<file path="config.mk">
export PLATFORM = sky130hd
export DESIGN_NAME = pcg_gate_bank
export DESIGN_NICKNAME = d
export VERILOG_FILES = /design/src/pcg_clock_gate.v /design/src/pcg_gate_bank.v
export VERILOG_INCLUDE_DIRS = /design/src
export SDC_FILE = /design/constraint.sdc
export NUM_CORES = 1
export LEC_CHECK = 0
export ABC_AREA = 1
export BUFFER_PORTS_ARGS = -buffer_cell sky130_fd_sc_hd__buf_2
export CAP_MARGIN = 10
export CORE_UTILIZATION = 44
export CTS_BUF_LIST = sky130_fd_sc_hd__clkbuf_4 sky130_fd_sc_hd__clkbuf_8
export CTS_CLUSTER_DIAMETER = 100
export CTS_CLUSTER_SIZE = 12
export DETAILED_ROUTE_END_ITERATION = 12
export PLACE_DENSITY = 0.81
export SETUP_SLACK_MARGIN = 0.02
export SLEW_MARGIN = 0
export SYNTH_ARGS = -nofsm -noshare
export SYNTH_HDL_FRONTEND = slang
export SYNTH_SLANG_ARGS = --single-unit
</file>
<file path="constraint.sdc">
create_clock -name CLK -period 1.3 [get_ports CLK]
set_clock_uncertainty 0.1 [all_clocks]
set_input_delay 0.13 -clock CLK [delete_from_list [all_inputs] [get_ports CLK]]
set_output_delay 0.13 -clock CLK [all_outputs]
set_load 0.05 [all_outputs]
</file>
<file path="src/pcg_regs.vh">
// register offsets, field positions and reset values of the peripheral clock gate bank
// assumes byte addressing on a 32-bit classic wishbone bus
`ifndef PCG_REGS_VH
`define PCG_REGS_VH

// ****************************************
// register offsets
// ****************************************
`define PCG_GATE_SIX_OFFSET      16'h103C
`define PCG_GATE_SEVEN_OFFSET    16'h1040
`define PCG_LP_STATUS_OFFSET     16'h1048

// ****************************************
// field positions, group six
// ****************************************
`define PCG_DAC_BIT              31
`define PCG_RTC_BIT              29
`define PCG_ADC_BIT              27
`define PCG_TPM_C_BIT            26
`define PCG_TPM_B_BIT            25
`define PCG_TPM_A_BIT            24
`define PCG_PIT_BIT              23
`define PCG_DMA_REQUEST_MUX_GATE_BIT           1
`define PCG_FLASH_BIT            0

// ****************************************
// field positions, group seven
// ****************************************
`define PCG_DMA_BIT              8

// ****************************************
// writable masks and reset values
// ****************************************
`define PCG_SIX_MASK             32'hAF800003
`define PCG_SEVEN_MASK           32'h00000100
`define PCG_SIX_RESET            32'h00000001
`define PCG_SEVEN_RESET          32'h00000100

`endif

</file>
<file path="src/pcg_clock_gate.v">
// one glitch-free clock gate: enable taken on the falling edge, held through the high phase
// assumes enable is produced from flops on the rising edge of the same clock
`timescale 1ns/1ns
`default_nettype none

module pcg_clock_gate (
    input  wire clk_in,     // free-running clock
    input  wire enable,     // gate enable, high passes the clock
    output wire clk_out     // gated clock
);

    reg en_latch;

    // falling-edge flop: the enable only moves while the clock is low,
    // so a pulse already started is never cut short
    always @(negedge clk_in) begin
        en_latch <= enable;
    end

    assign clk_out = clk_in & en_latch;

endmodule // pcg_clock_gate

`default_nettype wire

</file>
<file path="src/pcg_gate_bank.v">
// peripheral clock gate bank: two gating registers on a classic wishbone slave
// assumes one system clock, synchronous reset and byte-addressed 32-bit words
//
// Function
// - bit 31 of group six enables the converter-output clock.
// - bit 29 of group six enables access and interrupts of the calendar clock.
// - bit 27 of group six enables the sampling converter clock.
// - bit 26 of group six enables the third timer clock.
// - bit 25 of group six enables the second timer clock.
// - bit 24 of group six enables the first timer clock.
// - bit 23 of group six enables the periodic timer clock.
// - bit 1 of group six enables the dma request mux clock.
// - bit 0 gates flash clock; flash reads stay served while gated.
// - flash gate closed refuses low-power entry until it is set again.
// - reserved bits of both registers read zero and ignore writes.
// - bit 8 of group seven enables the dma clock, set at reset.
//
// The Wishbone interface to the registers was chosen for this implementation.
`include "pcg_regs.vh"
`timescale 1ns/1ns
`default_nettype none

module pcg_gate_bank #(
    parameter ADDR_W = 16           // decoded address width
) (
    input  wire              CLK,           // system bus clock, 100 MHz
    input  wire              RST,           // synchronous reset, active high
    input  wire              WB_CYC_I,      // wishbone cycle
    input  wire              WB_STB_I,      // wishbone strobe
    input  wire              WB_WE_I,       // wishbone write enable
    input  wire [ADDR_W-1:0] WB_ADR_I,      // wishbone byte address
    input  wire [3:0]        WB_SEL_I,      // wishbone byte selects
    input  wire [31:0]       WB_DAT_I,      // wishbone write data
    output reg  [31:0]       WB_DAT_O,      // wishbone read data
    output reg               WB_ACK_O,      // wishbone acknowledge
    output wire              WB_ERR_O,      // wishbone error, unmapped address
    input  wire              LP_REQ,        // low-power entry request
    output wire              LP_ALLOW,      // low-power entry allowed
    output wire              FLASH_RD_EN,   // flash read path enable
    output wire              RTC_ACCESS_EN, // calendar clock access enable
    output wire              RTC_IRQ_EN,    // calendar clock interrupt enable
    output wire              DAC_CLK,       // gated converter-output clock
    output wire              ADC_CLK,       // gated sampling converter clock
    output wire              TPM_C_CLK,     // gated third timer clock
    output wire              TPM_B_CLK,     // gated second timer clock
    output wire              TPM_A_CLK,     // gated first timer clock
    output wire              PIT_CLK,       // gated periodic timer clock
    output wire              DMA_REQUEST_MUX_GATE_CLK,    // gated dma request mux clock
    output wire              FLASH_CLK,     // gated flash clock
    output wire              DMA_CLK        // gated dma controller clock
);

    // ****************************************
    // registers
    // ****************************************
    reg  [31:0] gate_six_reg;
    reg  [31:0] gate_six_next;
    reg  [31:0] gate_seven_reg;
    reg  [31:0] gate_seven_next;
    reg         lp_refused_reg;
    reg         lp_refused_next;
    reg         ack_next;
    reg         err_reg;
    reg         err_next;
    reg  [31:0] rdata_next;

    wire        req;
    wire        hit_six;
    wire        hit_seven;
    wire        hit_lp;
    wire        hit_any;
    wire [31:0] sel_mask;

    // ****************************************
    // helpers
    // ****************************************
    // byte selects widened to a bit mask
    function [31:0] sel_to_mask;
        input [3:0] sel;
        begin
            sel_to_mask = {{8{sel[3]}}, {8{sel[2]}}, {8{sel[1]}}, {8{sel[0]}}};
        end
    endfunction

    // merge write data into a register through selects and writable mask
    function [31:0] merge_write;
        input [31:0] old_val;
        input [31:0] wdata;
        input [31:0] bmask;
        input [31:0] wmask;
        reg   [31:0] m;
        begin
            m = bmask & wmask;
            merge_write = (old_val & ~m) | (wdata & m);
        end
    endfunction

    // ****************************************
    // bus decode
    // ****************************************
    // a new request is one not yet answered; ack drops the cycle after
    assign req       = WB_CYC_I & WB_STB_I & ~WB_ACK_O & ~err_reg;
    assign hit_six   = (WB_ADR_I == `PCG_GATE_SIX_OFFSET);
    assign hit_seven = (WB_ADR_I == `PCG_GATE_SEVEN_OFFSET);
    assign hit_lp    = (WB_ADR_I == `PCG_LP_STATUS_OFFSET);
    assign hit_any   = hit_six | hit_seven | hit_lp;
    assign sel_mask  = sel_to_mask(WB_SEL_I);
    assign WB_ERR_O  = err_reg;

    // next register values and answers
    always @* begin
        gate_six_next   = gate_six_reg;
        gate_seven_next = gate_seven_reg;
        lp_refused_next = lp_refused_reg;
        ack_next        = 1'b0;
        err_next        = 1'b0;
        rdata_next      = WB_DAT_O;
        if (LP_REQ && !gate_six_reg[`PCG_FLASH_BIT]) begin
            lp_refused_next = 1'b1;
        end
        if (req) begin
            if (!hit_any) begin
                err_next = 1'b1;
            end else begin
                ack_next = 1'b1;
            end
            if (WB_WE_I) begin
                if (hit_six) begin
                    gate_six_next = merge_write(gate_six_reg, WB_DAT_I, sel_mask,
                                                `PCG_SIX_MASK);
                end else if (hit_seven) begin
                    gate_seven_next = merge_write(gate_seven_reg, WB_DAT_I, sel_mask,
                                                  `PCG_SEVEN_MASK);
                end else if (hit_lp) begin
                    // write one to bit 0 clears the refusal flag, a new refusal wins
                    if (WB_SEL_I[0] && WB_DAT_I[0] && !(LP_REQ
                            && !gate_six_reg[`PCG_FLASH_BIT])) begin
                        lp_refused_next = 1'b0;
                    end
                end
            end else begin
                if (hit_six) begin
                    rdata_next = gate_six_reg & `PCG_SIX_MASK;
                end else if (hit_seven) begin
                    rdata_next = gate_seven_reg & `PCG_SEVEN_MASK;
                end else if (hit_lp) begin
                    rdata_next = {30'h00000000, ~gate_six_reg[`PCG_FLASH_BIT],
                                  lp_refused_reg};
                end else begin
                    rdata_next = 32'h00000000;
                end
            end
        end
    end

    // register update
    always @(posedge CLK) begin
        if (RST) begin
            gate_six_reg   <= `PCG_SIX_RESET;
            gate_seven_reg <= `PCG_SEVEN_RESET;
            lp_refused_reg <= 1'b0;
            WB_ACK_O       <= 1'b0;
            err_reg        <= 1'b0;
            WB_DAT_O       <= 32'h00000000;
        end else begin
            gate_six_reg   <= gate_six_next;
            gate_seven_reg <= gate_seven_next;
            lp_refused_reg <= lp_refused_next;
            WB_ACK_O       <= ack_next;
            err_reg        <= err_next;
            WB_DAT_O       <= rdata_next;
        end
    end

    // ****************************************
    // enables to the peripherals
    // ****************************************
    // low power blocked
    assign LP_ALLOW      = gate_six_reg[`PCG_FLASH_BIT];
    assign FLASH_RD_EN   = 1'b1;
    assign RTC_ACCESS_EN = gate_six_reg[`PCG_RTC_BIT];
    assign RTC_IRQ_EN    = gate_six_reg[`PCG_RTC_BIT];

    // ****************************************
    // glitch-free clock gates
    // ****************************************
    // converter-output gate
    pcg_clock_gate u_dac (
        .clk_in  (CLK),
        .enable  (gate_six_reg[`PCG_DAC_BIT]),
        .clk_out (DAC_CLK)
    );

    pcg_clock_gate u_adc (
        .clk_in  (CLK),
        .enable  (gate_six_reg[`PCG_ADC_BIT]),
        .clk_out (ADC_CLK)
    );

    pcg_clock_gate u_tpm_c (
        .clk_in  (CLK),
        .enable  (gate_six_reg[`PCG_TPM_C_BIT]),
        .clk_out (TPM_C_CLK)
    );

    pcg_clock_gate u_tpm_b (
        .clk_in  (CLK),
        .enable  (gate_six_reg[`PCG_TPM_B_BIT]),
        .clk_out (TPM_B_CLK)
    );

    pcg_clock_gate u_tpm_a (
        .clk_in  (CLK),
        .enable  (gate_six_reg[`PCG_TPM_A_BIT]),
        .clk_out (TPM_A_CLK)
    );

    pcg_clock_gate u_pit (
        .clk_in  (CLK),
        .enable  (gate_six_reg[`PCG_PIT_BIT]),
        .clk_out (PIT_CLK)
    );

    pcg_clock_gate u_dma_request_mux_gate (
        .clk_in  (CLK),
        .enable  (gate_six_reg[`PCG_DMA_REQUEST_MUX_GATE_BIT]),
        .clk_out (DMA_REQUEST_MUX_GATE_CLK)
    );

    pcg_clock_gate u_flash (
        .clk_in  (CLK),
        .enable  (gate_six_reg[`PCG_FLASH_BIT]),
        .clk_out (FLASH_CLK)
    );

    pcg_clock_gate u_dma (
        .clk_in  (CLK),
        .enable  (gate_seven_reg[`PCG_DMA_BIT]),
        .clk_out (DMA_CLK)
    );

endmodule // pcg_gate_bank

`default_nettype wire

</file>
; ---- After elaboration in Yosys (flattened, before gate mapping)
; Index checks and enable logic that the tools add are counted.
[totals]
reg_bits = 108
input_bits = 58
word_cells = 67
[classes]
n_eq_ne = 3
n_mux = 12
bitwise = 28
n_reduce_logical = 9
[op_table]
columns = op, n
row1 = 32-bit AND, 3
row2 = 32-bit OR, 2
row3 = 16-bit by 13-bit == test with 1-bit output (second input constant), 3
row4 = 32-bit by 9-bit AND with 32-bit output, 1
row5 = 32-bit two-way mux, 1
row6 = 32-bit inverter, 1
row7 = 9-bit inverter with 32-bit output, 1
row8 = 1-bit AND, 12
row9 = 1-bit two-way mux, 9
row10 = 9-bit two-way mux, 1
row11 = 1-bit inverter, 6
row12 = 4-bit AND reduction, 1
row13 = 1-bit logical AND, 3
row14 = 3-bit AND reduction, 1
row15 = 1-bit logical NOT, 2
row16 = 2-bit two-way mux, 1
row17 = 1-bit OR, 2
row18 = 2-bit AND reduction, 1
row19 = 2-bit OR reduction, 1

; ---- Depth between registers and ports, before layout
[logic_depth]
ltp_word = 10
mapped_depth = 10
mapped_depth_nobuf = 9

; ---- Modules after synthesis
; A second synthesis with hierarchy kept.
[hier_totals]
cells_unflattened = 250
hier_area_um2 = 1664.1
[modules_own_cells]
columns = module, instances, cells_per_inst, area_per_inst_um2, seq_area_each_um2
row1 = pcg_gate_bank, 1, 214, 1382.6, 460.4
row2 = pcg_clock_gate, 9, 4, 31.3, 20.0

==> implementation parameters <==
Parameter                              Value

Global routing
  Total overflow reported by the global router ... 0
  Total Routing Usage GR ... 0.2110
  Pin count of the biggest net entering global routing ... 21
  Wire length of the first global-routing pass ... between 6000 and 7000 µm
  Via count of the first global-routing pass ... about 1700
  Antenna violations before repair ... 0

Cells and area
  Area taken by flip-flops and latches ... between 600 and 700 µm²
  Number of nets in the layout ... 396
  Layout overhead on the synthesized area ... 56.29%
  Share of layout cells above drive strength 1 ... 0.4000
  Area of combinational cells with multiple inputs ... between 800 and 900 µm²
  Highest-count cells in the layout ignoring fill and taps ... buf_2, nand2_1, inv_1
  Fill cells ... between 200 and 300
  Commonest non-fill, non-tap cell in the layout ... buf_2
  Number of antenna repair diodes ... 0

STA
  Fin worst setup slack ... -681.5 ps
  Worst hold margin ... around 21 ps
  Final Max Slew Viols ... 0
  Final setup fails ... 34
  Total Negative Setup Slacks ... -6434 ps
  Final Hold Vio Count ... 0
  Setup repair after global routing missed its margin ... true

Worst hold path
  Class of the worst hold path ... in -> reg

Die
  Number of standard-cell rows in the floorplan ... 21
  DIE WIDTH ... around 63 µm
  Vertical extent of the die ... between 60 and 70 µm
  Std-Cell Core Area ... 3442 µm²
  I/O pins ... around 110
  DIE AREA ... 3956 µm²
  Effective utilization at floorplan ... 0.4740

Detailed routing
  Number of optimization iterations in the first detailed-route pass ... 4
  Routed wirelength normalized by instance count ... around 11 µm
  Vias ... ~1800
  Antenna Nets Post-Route ... 0
  Final wirelength ... approximately 4400 µm
  Starting DRT DRC Count ... roughly 80
  Number of vias per cell after detailed routing ... 4.536
  Total DRC errors in the routed layout ... 0

Logic synthesis
  Post-synthesis sequential area ratio ... 0.3926
  Syn Inst Count ... 241
  Netlist Area Pre-Place ... 1632 µm²
  Warning count from the yosys run ... 0
  #FFs+latches synth ... 32
  Yosys cell types ... 21
  Per-instance average area after synthesis ... roughly 6.8 µm²

Worst setup path
  Critical Path AT ... between 1500 and 2000 ps
  Startpoint class of the critical path ... flip-flop
  Critical path required time ... between 1000 and 1500 ps
  Maximum cell stage delay along the critical path ... around 300 ps
  Setup crit end kind ... output port
  Class of the most critical setup path ... reg -> out
  Cell with the largest stage delay on the worst path ... dfxtp_1
  Critical-path maximum fanout ... 1
  Crit-path cells ... nand2_2 -> clkinvlp_4 -> buf_6

Power
  Power density cells ... ~1300 nW/µm²
  Largest vdd supply drop ... between 0.6 and 0.7 mV
  Leakage power of the design ... ~1.2 nW

Placement
  HPWL after detailed placement ... 2494 µm
  Port-buffer cells ... 59
  GP Congestion ... approximately 0.85

Flow run
  Number of max-cap violations ... 0

Clock network
  Worst-skew pair later-pin latency ... about 390 ps
  Clock tree from TritonCTS ... yes
  Clock-pin slew reported for the worst setup and hold paths after clock tree synthesis ... about 80 ps

Status
  Status ... finished with violations
  Failing checks ... negative setup slack
-- cell type report --
type / count / area share
Multi-Input combinational cell: 160 / 0.3278
Tap cell: 46 / 0.02257
Timing Repair Buffer: 76 / 0.2036
Clock buffer: 19 / 0.09470
Inverter: 31 / 0.04858
Sequential cell: 32 / 0.2556
Clock inverter: 22 / 0.04710
-- cells in the mapped netlist --
cell type	n	area (µm²)
buf_4	25	187.7
clkinv_2	1	5.000
nand3_1	12	60.06
nand4_1	9	56.30
nor2_2	2	12.51
nand2_1	51	191.4
buf_2	2	10.01
clkbuf_1	2	7.510
conb_1	2	7.510
inv_2	1	3.750
o21a_1	2	15.01
o21ai_0	10	50.05
nor2_1	36	135.1
nand3_4	1	17.52
dfxtp_1	32	640.6
nor3_1	1	5.000
nand3b_1	1	7.510
clkinv_1	1	3.750
a21oi_1	10	50.05
inv_1	38	142.6
nor2_4	2	22.52
-- critical path, delay by kind of cell (launching register included) --
family,cells,cell delay [ps]
flip-flops,1,300
buffers and inverters,2,240
AND/OR/NAND/NOR,1,80
-- per-layer routing --
metal	track usage	vias up	routed length, µm
met5	0	-	0
met4	0.2326	0	102
met3	0.07847	11	272
met2	0.3280	82	2307
met1	0.2036	774	1690
li1	-	884	-
-- final timing paths --
path                             startpoint                         to  slack (ps)  depth (start not counted)
hold / removal                  WB_SEL_I[3]                  flip-flop          20                          4
setup / recovery     u_dac.en_latch$_DFF_N_                    DAC_CLK        -680                          3
hold reg to reg   lp_refused_reg$_SDFF_PP0_  lp_refused_reg$_SDFF_PP0_         380                          2
setup reg to reg        WB_ACK_O$_SDFF_PP0_                  flip-flop        -180                          7
-- per-stage QoR --
stage | setup WS, ps | total power [W] | std cells | util | instance area (µm²)
floorplan | -171.1 | 0.001893 | 262 | - | 1792
global placement | -227.3 | 0.001856 | 345 | 0.5783 | 1991
detailed placement | -229.7 | 0.001860 | 345 | 0.5783 | 1991
CTS | -671.2 | 0.003276 | 380 | 0.6874 | 2366
global route | -715.3 | 0.003530 | 386 | 0.7408 | 2550
finish | -681.5 | 0.003386 | 386 | 0.7408 | 2550
-- report_power, final --
part	switching [W]	internal, W	leakage (nW)
clock network	0.00102	0.000905	0.205
logic	0.000324	0.000135	0.783
registers	0.0000108	0.000995	0.260
-- kinds of logic (layout without fill, tap and decap cells) --
group	Yosys count	after routing	synth area share
AO/OA/AOI/OAI	22	22	0.07055
buffers and inverters	70	148	0.2209
flip-flops	32	32	0.3926
other	2	23	0.004603
AND/OR/NAND/NOR	115	115	0.3113
-- repair_timing --
action	CTS	global route
endpoints found under the setup margin	20	40
hold buffers	14	0
pin swaps	0	21
endpoints found under the hold margin	13	0
cloned	0	3
setup buffers	0	3
resized for setup	21	52
(Power assumes the default switching activity.)
